## src/issf_pkg.sv

```systemverilog
// Package: constants, states and the status layout for the slave status flag block
package issf_pkg;
    localparam int         ADDR_W        = 8;
    localparam int         DATA_W        = 32;
    localparam int         BYTE_W        = 8;
    localparam int         ID_NUM        = 4;
    localparam int         TX_DEPTH      = 2;
    localparam int         BIT_LAST      = 7;
    localparam int         BIT_ACK       = 8;
    localparam logic [7:0] OFS_CTRL      = 8'h00;
    localparam logic [7:0] OFS_STATUS    = 8'h04;
    localparam logic [7:0] OFS_RX        = 8'h08;
    localparam logic [7:0] OFS_TX        = 8'h0C;
    localparam logic [7:0] OFS_ALT       = 8'h28;
    localparam logic [7:0] OFS_CFG       = 8'h2C;
    localparam logic [7:0] OFS_ID0       = 8'h38;
    localparam int         CTRL_FLUSH    = 7;
    localparam int         CFG_SLV_EN    = 0;
    localparam int         CFG_GC_EN     = 3;
    localparam int         CFG_HWGC_EN   = 4;
    localparam int         CFG_GC_CLR    = 8;
    localparam logic [7:0] GC_ADDR       = 8'h00;
    localparam logic [7:0] GC_RESET_CMD  = 8'h06;
    localparam logic [7:0] GC_PROG_CMD   = 8'h04;
    localparam logic [1:0] GCT_NONE      = 2'h0;
    localparam logic [1:0] GCT_RESET     = 2'h1;
    localparam logic [1:0] GCT_PROG      = 2'h2;
    localparam logic [1:0] GCT_ALT       = 2'h3;
    localparam logic [31:0] CFG_RESET    = 32'h0;
    localparam logic [7:0] ID_RESET      = 8'h00;

    typedef enum logic [2:0] {
        ST_IDLE,
        ST_ADDR,
        ST_RX,
        ST_TX,
        ST_GC,
        ST_IGNORE
    } issf_state_t;

    typedef struct packed {
        logic [16:0] reserved;
        logic        start_dec;
        logic        rstart_dec;
        logic [1:0]  match_id;
        logic        stop_irq;
        logic [1:0]  gc_id;
        logic        gc_irq;
        logic        busy;
        logic        no_ack;
        logic        rx_ovf;
        logic        rx_irq;
        logic        tx_irq;
        logic        tx_unf;
        logic        tx_nf;
    } issf_status_t;

    typedef struct packed {
        logic start;
        logic stop;
        logic scl_rise;
    } issf_line_ev_t;
endpackage

```

## src/issf_buf.sv

```systemverilog
// Two-entry valid/ready buffer used as the slave receive FIFO
`timescale 1ns/1ps
module issf_buf #(
    parameter int W     = 8,
    parameter int DEPTH = 2
) (
    input  wire logic         ref_clk,
    input  wire logic         srst,
    input  wire logic         flush,
    input  wire logic         in_valid,
    output logic              in_ready,
    input  wire logic [W-1:0] in_data,
    output logic              out_valid,
    input  wire logic         out_ready,
    output logic [W-1:0]      out_data
);
    localparam int PW = $clog2(DEPTH);
    logic [W-1:0] mem [DEPTH];
    logic [PW-1:0] wr_ptr_reg;
    logic [PW-1:0] rd_ptr_reg;
    logic [PW:0]   count_reg;
    logic          push;
    logic          pop;

    function automatic logic [PW-1:0] ptr_inc(input logic [PW-1:0] p);
        return (p == PW'(DEPTH - 1)) ? '0 : p + 1'b1;
    endfunction

    assign in_ready  = (count_reg != (PW + 1)'(DEPTH));
    assign out_valid = (count_reg != '0);
    assign out_data  = mem[rd_ptr_reg];
    assign push      = in_valid && in_ready;
    assign pop       = out_valid && out_ready;

    always_ff @(posedge ref_clk) begin
        if (push) begin
            mem[wr_ptr_reg] <= in_data;
        end
    end

    always_ff @(posedge ref_clk) begin
        if (srst || flush) begin
            wr_ptr_reg <= '0;
            rd_ptr_reg <= '0;
            count_reg  <= '0;
        end else begin
            if (push) begin
                wr_ptr_reg <= ptr_inc(wr_ptr_reg);
            end
            if (pop) begin
                rd_ptr_reg <= ptr_inc(rd_ptr_reg);
            end
            count_reg <= count_reg + (PW + 1)'(push) - (PW + 1)'(pop);
        end
    end
endmodule

```

## src/issf_top.sv

```systemverilog
// Slave channel status flags with line watcher and Avalon-MM register slave
// Overview of operation
// - Match field 12:11 gives which of four ID registers matched, 0 to 3.
// - Bit 10 sets on stop after matched start; status read clears it.
// - Bits 9:8 give general call type: none, reset, program, alternative ID.
// - Bit 7 sets on a reset, program or alternative ID general call; configuration bit 8 write clears it.
// - General call reset returns all interface registers to defaults, except status bits 9:7, which show the reset call.
// - Hardware general call leaves its second byte in receive FIFO.
// - Bit 6 is high while slave channel is in a transfer.
// - Bit 5 sets when master reads with no data; status read clears.
// - Bit 4 sets on receive FIFO overflow; status read clears it.
// - Bit 3 sets per received byte; receive read or flush clears.
// - Bit 2 sets per transmitted byte; transmit write clears it.
// - Bit 1 sets on transmit FIFO underflow; status write clears it.
// - Bit 0 high while transmit FIFO has room; two writes fill it.
// - Bit 14 sets on start plus match; stop or general reset clears.
// - Bit 13 sets on repeated start match; stop, read, reset clear.
// - Address matches on upper seven bits only; direction bit ignored.
//
// The placing of the registers and the Avalon-MM register port were chosen for this implementation.
`timescale 1ns/1ps
module issf_top (
    input  wire logic                         ref_clk,
    input  wire logic                         srst,
    input  wire logic                         scl_in,
    input  wire logic                         sda_in,
    input  wire logic [issf_pkg::ADDR_W-1:0]  avs_address,
    input  wire logic                         avs_read,
    input  wire logic                         avs_write,
    input  wire logic [issf_pkg::DATA_W-1:0]  avs_writedata,
    input  wire logic [3:0]                   avs_byteenable,
    output logic [issf_pkg::DATA_W-1:0]       avs_readdata,
    output logic                              avs_waitrequest
);
    import issf_pkg::*;

    logic [1:0]         scl_sync_reg;
    logic [1:0]         sda_sync_reg;
    logic               scl_prev_reg;
    logic               sda_prev_reg;
    issf_line_ev_t      ev;
    issf_state_t        state_reg;
    logic [3:0]         bit_cnt_reg;
    logic [BYTE_W-1:0]  shift_reg;
    logic [BYTE_W-1:0]  byte_now;
    logic               byte_done;
    logic               soft_rst;
    logic               rst_all;
    logic               gc_reset_reg;
    issf_status_t       stat_reg;
    issf_status_t       stat_view;
    issf_status_t       snap_reg;
    logic [31:0]        cfg_reg;
    logic [BYTE_W-1:0]  alt_reg;
    logic [BYTE_W-1:0]  id_reg [ID_NUM];
    logic [1:0]         tx_cnt_reg;
    logic               accept;
    logic               wr_acc;
    logic               rd_acc;
    logic               rd_status;
    logic               wr_status;
    logic               wr_tx;
    logic               rd_rx;
    logic               flush;
    logic               rx_push;
    logic               rx_in_ready;
    logic               rx_out_valid;
    logic [BYTE_W-1:0]  rx_out_data;
    logic [BYTE_W-1:0]  rx_push_data;
    logic               addr_hit;
    logic [1:0]         addr_idx;
    logic               tx_consume;
    logic [DATA_W-1:0]  rd_value;

    // Seven-bit compare; the direction bit of both sides is ignored
    function automatic logic id_eq(input logic [7:0] a, input logic [7:0] b);
        return a[7:1] == b[7:1];
    endfunction

    function automatic logic [DATA_W-1:0] widen(input logic [BYTE_W-1:0] v);
        return {{(DATA_W - BYTE_W){1'b0}}, v};
    endfunction

    // Line inputs come from the far clock domain: two flops before any use
    always_ff @(posedge ref_clk) begin
        if (srst) begin
            scl_sync_reg <= 2'h3;
            sda_sync_reg <= 2'h3;
            scl_prev_reg <= 1'b1;
            sda_prev_reg <= 1'b1;
        end else begin
            scl_sync_reg <= {scl_sync_reg[0], scl_in};
            sda_sync_reg <= {sda_sync_reg[0], sda_in};
            scl_prev_reg <= scl_sync_reg[1];
            sda_prev_reg <= sda_sync_reg[1];
        end
    end

    always_comb begin
        ev.start    = scl_sync_reg[1] && scl_prev_reg && sda_prev_reg && !sda_sync_reg[1];
        ev.stop     = scl_sync_reg[1] && scl_prev_reg && !sda_prev_reg && sda_sync_reg[1];
        ev.scl_rise = scl_sync_reg[1] && !scl_prev_reg;
    end

    assign byte_now  = {shift_reg[BYTE_W-2:0], sda_sync_reg[1]};
    assign byte_done = ev.scl_rise && (bit_cnt_reg == 4'(BIT_LAST));

    always_comb begin
        addr_hit = 1'b0;
        addr_idx = 2'h0;
        for (int i = ID_NUM - 1; i >= 0; i--) begin
            if (id_eq(byte_now, id_reg[i])) begin
                addr_hit = cfg_reg[CFG_SLV_EN];
                addr_idx = 2'(i);
            end
        end
    end

    // Bus slave: one wait cycle, then the access is taken at the edge with waitrequest low
    assign accept    = (avs_read || avs_write) && !avs_waitrequest;
    assign wr_acc    = accept && avs_write;
    assign rd_acc    = accept && avs_read;
    assign rd_status = rd_acc && (avs_address == OFS_STATUS);
    assign wr_status = wr_acc && (avs_address == OFS_STATUS);
    assign wr_tx     = wr_acc && (avs_address == OFS_TX);
    assign rd_rx     = rd_acc && (avs_address == OFS_RX);
    assign flush     = wr_acc && (avs_address == OFS_CTRL) && avs_writedata[CTRL_FLUSH];
    assign soft_rst  = gc_reset_reg;
    assign rst_all   = srst || soft_rst;

    always_comb begin
        stat_view          = stat_reg;
        stat_view.reserved = '0;
        stat_view.busy     = (state_reg != ST_IDLE) && (state_reg != ST_IGNORE);
        stat_view.tx_nf    = (tx_cnt_reg != 2'(TX_DEPTH));
    end

    always_comb begin
        rd_value = '0;
        if (avs_address == OFS_STATUS) begin
            rd_value = stat_view;
        end else if (avs_address == OFS_RX) begin
            rd_value = widen(rx_out_data);
        end else if (avs_address == OFS_ALT) begin
            rd_value = widen(alt_reg);
        end else if (avs_address == OFS_CFG) begin
            rd_value = cfg_reg;
        end else if (avs_address >= OFS_ID0 && avs_address <= OFS_ID0 + 8'h0C) begin
            rd_value = widen(id_reg[avs_address[3:2] - OFS_ID0[3:2]]);
        end
    end

    always_ff @(posedge ref_clk) begin
        if (srst) begin
            avs_waitrequest <= 1'b1;
            avs_readdata    <= '0;
            snap_reg        <= '0;
        end else if ((avs_read || avs_write) && avs_waitrequest) begin
            avs_waitrequest <= 1'b0;
            avs_readdata    <= avs_read ? rd_value : '0;
            snap_reg        <= stat_view;
        end else begin
            avs_waitrequest <= 1'b1;
        end
    end

    // Configuration, alternative ID and ID registers; gc clear bit self-clears
    always_ff @(posedge ref_clk) begin
        if (rst_all) begin
            cfg_reg <= CFG_RESET;
            alt_reg <= ID_RESET;
            for (int i = 0; i < ID_NUM; i++) begin
                id_reg[i] <= ID_RESET;
            end
        end else begin
            cfg_reg[CFG_GC_CLR] <= 1'b0;
            if (wr_acc && avs_byteenable[0] && avs_address == OFS_ALT) begin
                alt_reg <= avs_writedata[BYTE_W-1:0];
            end
            if (wr_acc && avs_address == OFS_CFG) begin
                for (int b = 0; b < 4; b++) begin
                    if (avs_byteenable[b]) begin
                        cfg_reg[b*8 +: 8] <= avs_writedata[b*8 +: 8];
                    end
                end
            end
            for (int i = 0; i < ID_NUM; i++) begin
                if (wr_acc && avs_byteenable[0] && avs_address == OFS_ID0 + 8'(4 * i)) begin
                    id_reg[i] <= avs_writedata[BYTE_W-1:0];
                end
            end
        end
    end

    // Bit counter and shifter; the ninth clock is the acknowledge slot
    always_ff @(posedge ref_clk) begin
        if (rst_all || ev.start || ev.stop) begin
            bit_cnt_reg <= '0;
            shift_reg   <= '0;
        end else if (ev.scl_rise) begin
            shift_reg   <= byte_now;
            bit_cnt_reg <= (bit_cnt_reg == 4'(BIT_ACK)) ? 4'h0 : bit_cnt_reg + 4'h1;
        end
    end

    always_ff @(posedge ref_clk) begin
        if (rst_all || ev.stop) begin
            state_reg <= ST_IDLE;
        end else if (ev.start) begin
            state_reg <= ST_ADDR;
        end else if (byte_done) begin
            case (state_reg)
                ST_ADDR: begin
                    if (addr_hit) begin
                        state_reg <= byte_now[0] ? ST_TX : ST_RX;
                    end else if (byte_now == GC_ADDR && cfg_reg[CFG_GC_EN]) begin
                        state_reg <= ST_GC;
                    end else begin
                        state_reg <= ST_IGNORE;
                    end
                end
                ST_GC: begin
                    state_reg <= ST_RX;
                end
                default: begin
                    state_reg <= state_reg;
                end
            endcase
        end
    end

    // Reset command lands after the status has been marked, then wipes the rest
    always_ff @(posedge ref_clk) begin
        if (srst || gc_reset_reg) begin
            gc_reset_reg <= 1'b0;
        end else begin
            gc_reset_reg <= byte_done && state_reg == ST_GC && byte_now == GC_RESET_CMD;
        end
    end

    // Received bytes, including a hardware general call's second byte, enter the FIFO
    assign rx_push      = byte_done && (state_reg == ST_RX || state_reg == ST_GC);
    assign rx_push_data = byte_now;
    assign tx_consume   = byte_done && state_reg == ST_TX && tx_cnt_reg != 2'h0;

    issf_buf #(
        .W     (BYTE_W),
        .DEPTH (TX_DEPTH)
    ) u_rx_buf (
        .ref_clk   (ref_clk),
        .srst      (rst_all),
        .flush     (flush),
        .in_valid  (rx_push),
        .in_ready  (rx_in_ready),
        .in_data   (rx_push_data),
        .out_valid (rx_out_valid),
        .out_ready (rd_rx),
        .out_data  (rx_out_data)
    );

    // Transmit occupancy only; the written data itself is not stored
    always_ff @(posedge ref_clk) begin
        if (rst_all) begin
            tx_cnt_reg <= '0;
        end else if (wr_tx && !tx_consume && tx_cnt_reg != 2'(TX_DEPTH)) begin
            tx_cnt_reg <= tx_cnt_reg + 2'h1;
        end else if (tx_consume && !wr_tx) begin
            tx_cnt_reg <= tx_cnt_reg - 2'h1;
        end
    end

    // Sticky flags: a status read clears only what the captured read showed, a set always wins
    always_ff @(posedge ref_clk) begin
        if (srst) begin
            stat_reg <= '0;
        end else if (soft_rst) begin
            stat_reg        <= '0;
            stat_reg.gc_irq <= 1'b1;
            stat_reg.gc_id  <= GCT_RESET;
        end else begin
            if (rd_status) begin
                stat_reg.stop_irq   <= stat_reg.stop_irq & ~snap_reg.stop_irq;
                stat_reg.no_ack     <= stat_reg.no_ack & ~snap_reg.no_ack;
                stat_reg.rx_ovf     <= stat_reg.rx_ovf & ~snap_reg.rx_ovf;
                stat_reg.rstart_dec <= stat_reg.rstart_dec & ~snap_reg.rstart_dec;
            end
            if (wr_status) begin
                stat_reg.tx_unf <= 1'b0;
            end
            if (rd_rx || flush) begin
                stat_reg.rx_irq <= 1'b0;
            end
            if (wr_tx) begin
                stat_reg.tx_irq <= 1'b0;
            end
            if (cfg_reg[CFG_GC_CLR]) begin
                stat_reg.gc_irq <= 1'b0;
                stat_reg.gc_id  <= GCT_NONE;
            end
            if (ev.stop) begin
                stat_reg.start_dec  <= 1'b0;
                stat_reg.rstart_dec <= 1'b0;
                if (stat_reg.start_dec) begin
                    stat_reg.stop_irq <= 1'b1;
                end
            end
            if (byte_done && state_reg == ST_ADDR && addr_hit) begin
                stat_reg.match_id <= addr_idx;
                if (stat_reg.start_dec) begin
                    stat_reg.rstart_dec <= 1'b1;
                end else begin
                    stat_reg.start_dec <= 1'b1;
                end
                if (byte_now[0] && tx_cnt_reg == 2'h0) begin
                    stat_reg.no_ack <= 1'b1;
                end
            end
            if (byte_done && state_reg == ST_TX) begin
                stat_reg.tx_irq <= 1'b1;
                if (tx_cnt_reg == 2'h0) begin
                    stat_reg.tx_unf <= 1'b1;
                end
            end
            if (rx_push) begin
                stat_reg.rx_irq <= 1'b1;
                if (!rx_in_ready) begin
                    stat_reg.rx_ovf <= 1'b1;
                end
            end
            if (byte_done && state_reg == ST_GC) begin
                if (byte_now == GC_RESET_CMD) begin
                    stat_reg.gc_irq <= 1'b1;
                    stat_reg.gc_id  <= GCT_RESET;
                end else if (byte_now == GC_PROG_CMD) begin
                    stat_reg.gc_irq <= 1'b1;
                    stat_reg.gc_id  <= GCT_PROG;
                end else if (cfg_reg[CFG_HWGC_EN] && byte_now == alt_reg) begin
                    stat_reg.gc_irq <= 1'b1;
                    stat_reg.gc_id  <= GCT_ALT;
                end
            end
        end
    end
endmodule

```

## config.mk

```make
export PLATFORM = sky130hd
export DESIGN_NAME = issf_top
export DESIGN_NICKNAME = d
export VERILOG_FILES = /design/src/issf_pkg.sv /design/src/issf_buf.sv /design/src/issf_top.sv
export SDC_FILE = /design/constraint.sdc
export NUM_CORES = 1
export LEC_CHECK = 0
export BUFFER_PORTS_ARGS = -buffer_cell sky130_fd_sc_hd__buf_2
export CAP_MARGIN = 10
export CORE_AREA = 3 3 123 125
export CTS_CLUSTER_SIZE = 25
export DETAILED_ROUTE_END_ITERATION = 6
export DIE_AREA = 0 0 126 128
export HOLD_SLACK_MARGIN = 0.05
export PLACE_DENSITY = 0.74
export SYNTH_ARGS = -nofsm -noshare
export SYNTH_HDL_FRONTEND = slang
export SYNTH_SLANG_ARGS = --single-unit
```

## constraint.sdc

```tcl
create_clock -name ref_clk -period 4 [get_ports ref_clk]
set_input_delay 0.2 -clock ref_clk [delete_from_list [all_inputs] [get_ports ref_clk]]
set_output_delay 0.2 -clock ref_clk [all_outputs]
set_load 0.01 [all_outputs]
```

Word level (Yosys, flattened, before mapping)
Memory sizes are Yosys's and may differ from the RTL's. A register that Yosys moved wholly into a read port is not among the register bits. Cells that the tools add are included.

Flip-flop bits (word level): 117. Bits in latches: 0. RAM bits: 48. ROM bits: 0. Input port bits: 50. Word-level logic and storage cells: 236. Memories: 2.

Memories: id_reg (words 4, bits a word 8, read ports 5, clocked after memory_dff 0, write ports 4, RTL line issf_top.sv:55) `logic [BYTE_W-1:0] id_reg [ID_NUM];`; u_rx_buf.mem (words 2, bits a word 8, read ports 1, clocked after memory_dff 1, write ports 1, RTL line issf_buf.sv:18) `logic [W-1:0] mem [DEPTH];`.

Add/subtract/negate cells: 8. $mul: 0. Div/mod/pow operators: 0. Order comparisons: 2. Eq/ne operators: 25. Shift-type cells: 0. Multiplexer cells: 72. Bitwise gates (word level): 14. Reduce and logical (&&, ||, !) cells: 76.

Operators with widths (count): $mux W32 (5); $mux W1 (42); $logic_and A1 B1 Y1 (41); $mux W8 (5); $eq A8 B6 Y1 const B (4); $eq A7 B7 Y1 (4); $eq A8 B3 Y1 const B (3); $mux W2 (11); $mux W3 (6); $eq A8 B4 Y1 const B (2); $eq A8 B7 Y1 const B (2); $logic_not A8 Y1 (2); $reduce_bool A2 Y1 (7); $reduce_and A2 Y1 (6); $eq A8 B8 Y1 (1); $ge A8 B6 Y1 const B (1); $le A8 B7 Y1 const B (1); $logic_or A1 B1 Y1 (8); $mux W4 (2); $eq A3 B2 Y1 const B (2); $logic_not A1 Y1 (6); $not A1 Y1 (6); $pmux W3 S2 (1); $reduce_bool A3 Y1 (2); 18 further kinds (27).

Logic depth before layout (Yosys ltp)
Gate-level depths: netlist of run 1. An unclocked memory read counts as a cell.

Depth in word-level cells: 10. Mapped depth: 9.

Modules after synthesis
From an unflattened synthesis of run 1, not the netlist that was laid out.

Cells, all modules: 769. Area, all modules: 7538.5 µm².

Modules (own cells, without submodules): issf_top (times used 1, cells each 714, area each 6698.9 µm²); issf_buf (times used 1, cells each 55, area each 839.6 µm²).

Least setup slack after synthesis of run 1
Ideal clock, no wire load.

Kind: reg2reg. Start point: register bit_cnt_reg[0]. End point: memory u_rx_buf.mem[0][0] (enable). Arrival: 1782 ps. Data required time: 3627 ps. Path slack: 1845 ps. Cell stages (with the launch flop): 6. Path buffers: 0. Period minus slack after synthesis: 2155 ps. Cell sequence: dfxtp_1 ha_1 nand3b_1 nor4_1 nor2b_1 nor2b_1.

Word-level cells in the longest chain between the ends: 6.

Ends and longest elaborated chain: start, declared (RTL line issf_top.sv:43) `logic [3:0] bit_cnt_reg;`; start signal, assigned (RTL line issf_top.sv:202) `bit_cnt_reg <= (bit_cnt_reg == 4'(BIT_ACK)) ? 4'h0 : bit_cnt_reg + 4'h1;`; $eq A4 B3 Y1 (RTL line issf_top.sv:106) `assign byte_done = ev.scl_rise && (bit_cnt_reg == 4'(BIT_LAST));`; $logic_and A1 B1 Y1 (RTL line issf_top.sv:106); $logic_and A1 B1 Y1 (RTL line issf_top.sv:242) `assign rx_push = byte_done && (state_reg == ST_RX || state_reg == ST_GC);`; $logic_and A1 B1 Y1 (RTL line issf_buf.sv:32) `assign push = in_valid && in_ready;`; net u_rx_buf.push (RTL line issf_buf.sv:22) `logic push;`; $mux W1 (RTL line issf_buf.sv:36) `if (push) begin`; $mux W1 (not written as such) (RTL line issf_buf.sv:37) `mem[wr_ptr_reg] <= in_data;`; end, declared (RTL line issf_buf.sv:18).

The timed path passes the listed nets, and every way through them passes these cells.

Worst setup path in the final report of run 1
Start point: register bit_cnt_reg[0]. End point: memory u_rx_buf.mem[0][3] (enable).

Same word-level chain as after synthesis.

==> flow_metrics.tcl, run 1 <==
set metrics [dict create \
    ys_seq_area_share_pct 49.3 \
    tritoncts "built" \
    synthToLayoutAreaGrowth_pct 17.0 \
    setup_violations 0 \
    cts-resized-gates 0 \
    yosys-top-cells-area "dfxtp_1 31%, edfxtp_1 19%, nand2_1 5.1%" \
    internal_power_mw 2.80 \
    avgRoutedWirePerCell_um 19.7 \
    pwr-share-seq_pct 48.8 \
    vias 6340 \
    netlist.area_leader.share_pct 30.6 \
    num_io_pins 83 \
    pwr_density_cell_mw_per_mm2 400 \
    p_switching_uw 810 \
    ys_dominant_reg_cell "dfxtp_1" \
    post_route_cells_drive_above_1_share_pct 17.4 \
    clockBufferDepth 2 \
    die_x_um 126 \
    grt_start_max_net_pins 50 \
    grt_antenna_before_repair 0 \
    clkTransAtPathRegs_ps 60 \
    grt_setup_unrepaired "false" \
    cts.sink_count 166 \
    synth_commonest_cells "118 x dfxtp_1, 105 x nand2_1, 66 x a21oi_1" \
    holdBufCountCts 26 \
    cts_post_setup_buffers_inserted 0 \
    routabilityCongestion 0.921 \
    max_freq_mhz 376 \
    yosysWarnings 0 \
    start_util_pct 55.1 \
    port_buffers 82 \
    placement.setup.worst_slack_ps 1320 \
    worst-slew-pin-transition_ps 1020 \
    vias_in_the_first_global_route 6217 \
    postSynthNetCount 852 \
    coreArea_sq_mm 0.0140 \
    worst_hold_path_type "input port to flip-flop" \
    synth_seq_cells 166 \
    cell_rows 43 \
    netlist_instances 798 \
    p_leak_nw 3.25 \
    maxCapViolCount 0 \
    irDropWorstVdd_mv 0.292 \
    globalRoute.totalOverflow 0 \
    slew_viols_final 0 \
    antenna_cells_inserted 0 \
    totalPowerFinal_mw 3.61 \
    yosysMostFrequentCell "dfxtp_1" \
    setup-tns-final_ps 0 \
    cts_made_buffers 17 \
    cts_root_buf "clkbuf_16" \
    synth_largest_area_cell "dfxtp_1" \
    outcome "finished, final reports clean" \
    detailedPlacementHpwl_um 14800 \
    pwr-share-comb_pct 5.7 \
    drt.antenna.violating_nets 0 \
    max-slew-margin-rel_pct 31.5 \
    worst_setup_path_start_kind "flip-flop" \
    synth-edff-count 48 \
    final.period_utilization_pct 66.4 \
    fin_ws_ps 1340 \
    timing.critical_path.required_ps 4050 \
    fp.dieArea_sq_mm 0.0161 \
    switching_share_pct 22.5 \
    die_h_um 128 \
    remaining_drc_errors 0 \
    worst_clock_skew_ps 6.41 \
    report.final.hold_viol_count 0 \
    synth_area_sq_mm 0.00771 \
    grt_use_total_pct 26.3 \
    setup.worst_path.end_class "flip-flop" \
    clkLatencyLatePin_ps 420 \
    dr.pass1.iters 5 \
    first_iter_violations 596 \
    clock_power_share_pct 45.4 \
    finalHoldWorstSlack_ps 79.6 \
    via_per_instance_ratio 5.91 \
    crit_path_max_fanout 8 \
    synth.distinct_cells 68 \
    syn_area_per_cell_sq_um 9.66 \
    synth_async_sr_flop_share_pct 0 \
    cts.htree.levels 4 \
    drt-total-wl_um 21100 \
    layout.nets 934 \
    period_needed_ps 2660 \
    timing.critical_path.arrival_ps 2700 \
    setup.worst_path.class "flip-flop to flip-flop" \
    grt_first_pass_wirelength_um 33100 \
]
==> layout by cell type (no fill, tap or decap), types with 20 or more instances in the layout <==
cell	instances
o21ai_0	20
a22oi_1	28
o21ai_1	23
nand3_1	38
edfxtp_1	48
a21oi_1	66
xnor2_1	31
nor2_1	56
clkbuf_16	20
dlygate4sd3_1	26
dfxtp_1	118
buf_2	82
and2_1	38
nand2_1	105
==> area by class of cell <==
cell class,instances,area [sq um]
clock buffer,24,556
multi-input combinational,568,3620
tap,180,225
inverter,13,48.8
sequential,166,3800
fill,1095,4970
timing repair buffer,114,713
clock inverter,7,53.8
==> worst paths after layout <==
check / startpoint / endpoint / slack [ps] / depth (start not counted)
min reg2reg: sda_sync_reg[0]$_SDFF_PP1_ / sda_sync_reg[1]$_SDFF_PP1_ / 420 / 1
max: bit_cnt_reg[0]$_SDFFE_PP0P_ / u_rx_buf.mem[0][3]$_DFFE_PP_ / 1340 / 5
max reg2reg: bit_cnt_reg[0]$_SDFFE_PP0P_ / u_rx_buf.mem[0][3]$_DFFE_PP_ / 1340 / 5
min: avs_writedata[0] / alt_reg[0]$_SDFFE_PN0P_ / 80 / 3
==> kinds of logic (layout without fill, tap and decap cells) <==
family | after synthesis | after routing | share of synthesized area, %
XOR/XNOR | 42 | 42 | 4.77
multiplexers | 24 | 24 | 4.41
adder cells (fa/ha/maj) | 4 | 4 | 0.649
AO/OA/AOI/OAI | 190 | 190 | 16.1
buffers and inverters | 64 | 158 | 3.73
flip-flops | 166 | 166 | 49.3
AND/OR/NAND/NOR | 308 | 308 | 21.0
==> power groups by stage <==
stage                     clock [mW]  combinational, mW  sequential, mW
after CTS                       1.66              0.204            1.76
after detailed placement           0              0.183            1.80
after floorplan                    0              0.112            1.79
after global placement             0              0.178            1.80
after global routing            1.73              0.225            1.76
final                           1.64              0.207            1.76
==> critical path, stage by stage (launching register included) <==
cell      delay, ps
dfxtp_1         380
ha_1            240
nand3b_1        180
nor4_1          510
nor2b_1         360
nor2b_1         630
==> stage by stage <==
step	util (%)	instances	instance area (sq um)
2_1_floorplan	-	798	7710
3_3_place_gp	58.2	1014	8150
3_5_place_dp	58.2	1014	8150
4_1_cts	64.5	1071	9020
5_1_grt	64.5	1072	9020
6_report	64.5	1072	9020
==> metal layers <==
metal / vias to the layer above / GRT usage [%] / routed length [um]
met5: - / 0 / 0
met4: 0 / 7.82 / 495
met3: 40 / 6.04 / 1600
met2: 269 / 43.1 / 10000
met1: 3015 / 35.1 / 8970
li1: 3016 / - / -
Note: power is estimated with default switching activity, not from simulation.
==> run 2: changes to the inputs <==
==> constraint.sdc (replaced) <==
create_clock -name ref_clk -period 2.6 [get_ports ref_clk]
set_input_delay 0.13 -clock ref_clk [delete_from_list [all_inputs] [get_ports ref_clk]]
set_output_delay 0.13 -clock ref_clk [all_outputs]
set_load 0.01 [all_outputs]
==> flow_metrics.tcl, run 2 (synthesis results as in run 1) <==
set metrics [dict create \
    outcome "finished, final reports clean" \
    setup-tns-final_ps 0 \
    max_stage_delay_ps 570 \
    die_h_um 128 \
    cts_made_buffers 17 \
    coreArea_sq_mm 0.0140 \
    start_util_pct 55.1 \
    first_iter_violations 590 \
    commonest_cells_after_routing_fill_and_taps_aside "118 x dfxtp_1, 105 x nand2_1, 82 x buf_2, 66 x a21oi_1, 56 x nor2_1" \
    internal_power_mw 4.27 \
    totalPowerFinal_mw 5.54 \
    drt.antenna.violating_nets 0 \
    grt_setup_unrepaired "false" \
    num_io_pins 83 \
    port_buffers 82 \
    tritoncts "built" \
    worst-r2r-cell-count 6 \
    grt_use_total_pct 27.4 \
    routabilityCongestion 0.947 \
    maxCapViolCount 0 \
    timing.critical_path.required_ps 2930 \
    p_leak_nw 3.39 \
    r2r-start "avs_waitrequest$_SDFF_PP1_" \
    p_switching_mw 1.27 \
    globalRoute.totalOverflow 0 \
    cts_root_buf "clkbuf_16" \
    remaining_drc_errors 0 \
    vias 6619 \
    worst_hold_path_type "input port to flip-flop" \
    clockBufferDepth 2 \
    period_needed_ps 2540 \
    worst_clock_skew_ps 8.73 \
    pwr-share-comb_pct 6.2 \
    dr.pass1.iters 5 \
    detailedPlacementHpwl_um 15400 \
    pwr_density_cell_mw_per_mm2 588 \
    max_freq_mhz 394 \
    switching_share_pct 22.9 \
    post_route_cells_drive_above_1_share_pct 18.8 \
    timing.critical_path.cells "nor2b_1 > and3_2 > buf_4 > nand3_1 > dlygate4sd3_1 > a21oi_1" \
    final.period_utilization_pct 97.5 \
    max-slew-margin-rel_pct 52.9 \
    layout.nets 979 \
    antenna_cells_inserted 0 \
    mostFrequentLayoutCell "dfxtp_1" \
    grt_antenna_before_repair 0 \
    grt_start_max_net_pins 49 \
    vias_in_the_first_global_route 6585 \
    worst_setup_path_start_kind "flip-flop" \
    worst_path_max_delay_cell "dlygate4sd3_1" \
    report.final.hold_viol_count 0 \
    layout.filler_cells 1089 \
    cts.htree.levels 4 \
    setup_violations 0 \
    clkLatencyLatePin_ps 420 \
    cell_rows 43 \
    synthToLayoutAreaGrowth_pct 22.0 \
    r2r-end "cfg_reg[21]$_SDFFE_PN0P_" \
    timing.critical_path.arrival_ps 2870 \
    drt-total-wl_um 22100 \
    slew_viols_final 0 \
    clock_power_share_pct 44.9 \
    clkTransAtPathRegs_ps 70 \
    die_x_um 126 \
    avgRoutedWirePerCell_um 19.8 \
    grt_first_pass_wirelength_um 34600 \
    cts.sink_count 166 \
    setup.worst_path.end_class "flip-flop" \
    setup.worst_path.class "flip-flop to flip-flop" \
    pwr-share-seq_pct 48.9 \
    irDropWorstVdd_mv 0.456 \
    launch_point_of_the_critical_path "avs_waitrequest$_SDFF_PP1_" \
    crit_path_max_fanout 15 \
    worst-slew-pin-transition_ps 704 \
    via_per_instance_ratio 5.92 \
    worstSetupEndpoint "cfg_reg[21]$_SDFFE_PN0P_" \
    fp.dieArea_sq_mm 0.0161 \
    reg2reg_setup_slack_ps 60 \
]
-- run 2: cell count changes in the layout (fill, tap and decap cells not counted), moves of 2 or more --
cell           before  now
dlygate4sd3_1      26   53
buf_4               5   24
clkbuf_16          20   17
clkbuf_8            4    1
clkinv_2            0    3
bufinv_16           0    2
inv_6               1    3
-- run 2: final cells by class --
| class | count | area (sq um) | share of cell area [%] |
|---|---|---|---|
| sequential | 166 | 3800 | 40.4 |
| inverter | 13 | 48.8 | 0.519 |
| timing repair buffer | 159 | 1120 | 11.9 |
| tap | 180 | 225 | 2.39 |
| multi-input combinational | 568 | 3620 | 38.5 |
| clock buffer | 18 | 439 | 4.67 |
| clock inverter | 14 | 148 | 1.57 |
-- run 2: power groups by stage --
stage / clock [mW] / sequential (mW) / combinational, mW
2_1_floorplan: 0 / 2.75 / 0.172
3_3_place_gp: 0 / 2.76 / 0.291
3_5_place_dp: 0 / 2.76 / 0.298
4_1_cts: 2.51 / 2.70 / 0.337
5_1_grt: 2.63 / 2.71 / 0.370
6_report: 2.49 / 2.70 / 0.346
-- run 2: repair_timing --
action	in CTS	in global routing
setup buffers	0	0
hold buffers	53	0
setup endpoints to repair	0	15
endpoints found under the hold margin	40	0
resized for setup	0	1
-- run 2: per-layer routing --
layer	GRT usage, %	share of wire (%)
met1	34.2	40
met2	46.2	49
met3	5.83	7.3
met4	11.9	3.4
met5	0	0
-- run 2: stage by stage --
| stage | cells | util [%] | worst slack, ps | hold slack, ps | instance area, sq um |
|---|---|---|---|---|---|
| after floorplan | 798 | - | 445 | 234 | 7710 |
| after CTS | 1118 | 67.2 | 105 | 57.2 | 9410 |
| after global routing | 1118 | 67.3 | 8.28 | 71.5 | 9410 |
| final | 1118 | 67.3 | 64.9 | 70.7 | 9410 |
| after detailed placement | 1033 | 59.3 | 292 | 318 | 8290 |
| after global placement | 1033 | 59.3 | 412 | 319 | 8290 |
-- run 2: worst min-delay path by stage --
| stage | to | startpoint | slack (ps) | depth (start not counted) |
|---|---|---|---|---|
| 2_1_floorplan | scl_sync_reg[0]$_SDFF_PP1_ | scl_in | 230 | 1 |
| 3_3_place_gp | sda_sync_reg[0]$_SDFF_PP1_ | sda_in | 320 | 2 |
| 3_5_place_dp | scl_sync_reg[0]$_SDFF_PP1_ | scl_in | 320 | 2 |
| 4_1_cts | cfg_reg[29]$_SDFFE_PN0P_ | avs_byteenable[3] | 60 | 3 |
| 5_1_grt | cfg_reg[30]$_SDFFE_PN0P_ | avs_byteenable[3] | 70 | 3 |
| 6_report | cfg_reg[27]$_SDFFE_PN0P_ | avs_byteenable[3] | 70 | 3 |
-- run 2: worst max-delay path, delay by kind of cell, from the launching register on --
kind                   cells  cell delay [ps]
AOI/OAI and AO/OA          1              200
buffers and inverters      2              830
and+or+nand+nor            3              990
DFF                        1              430
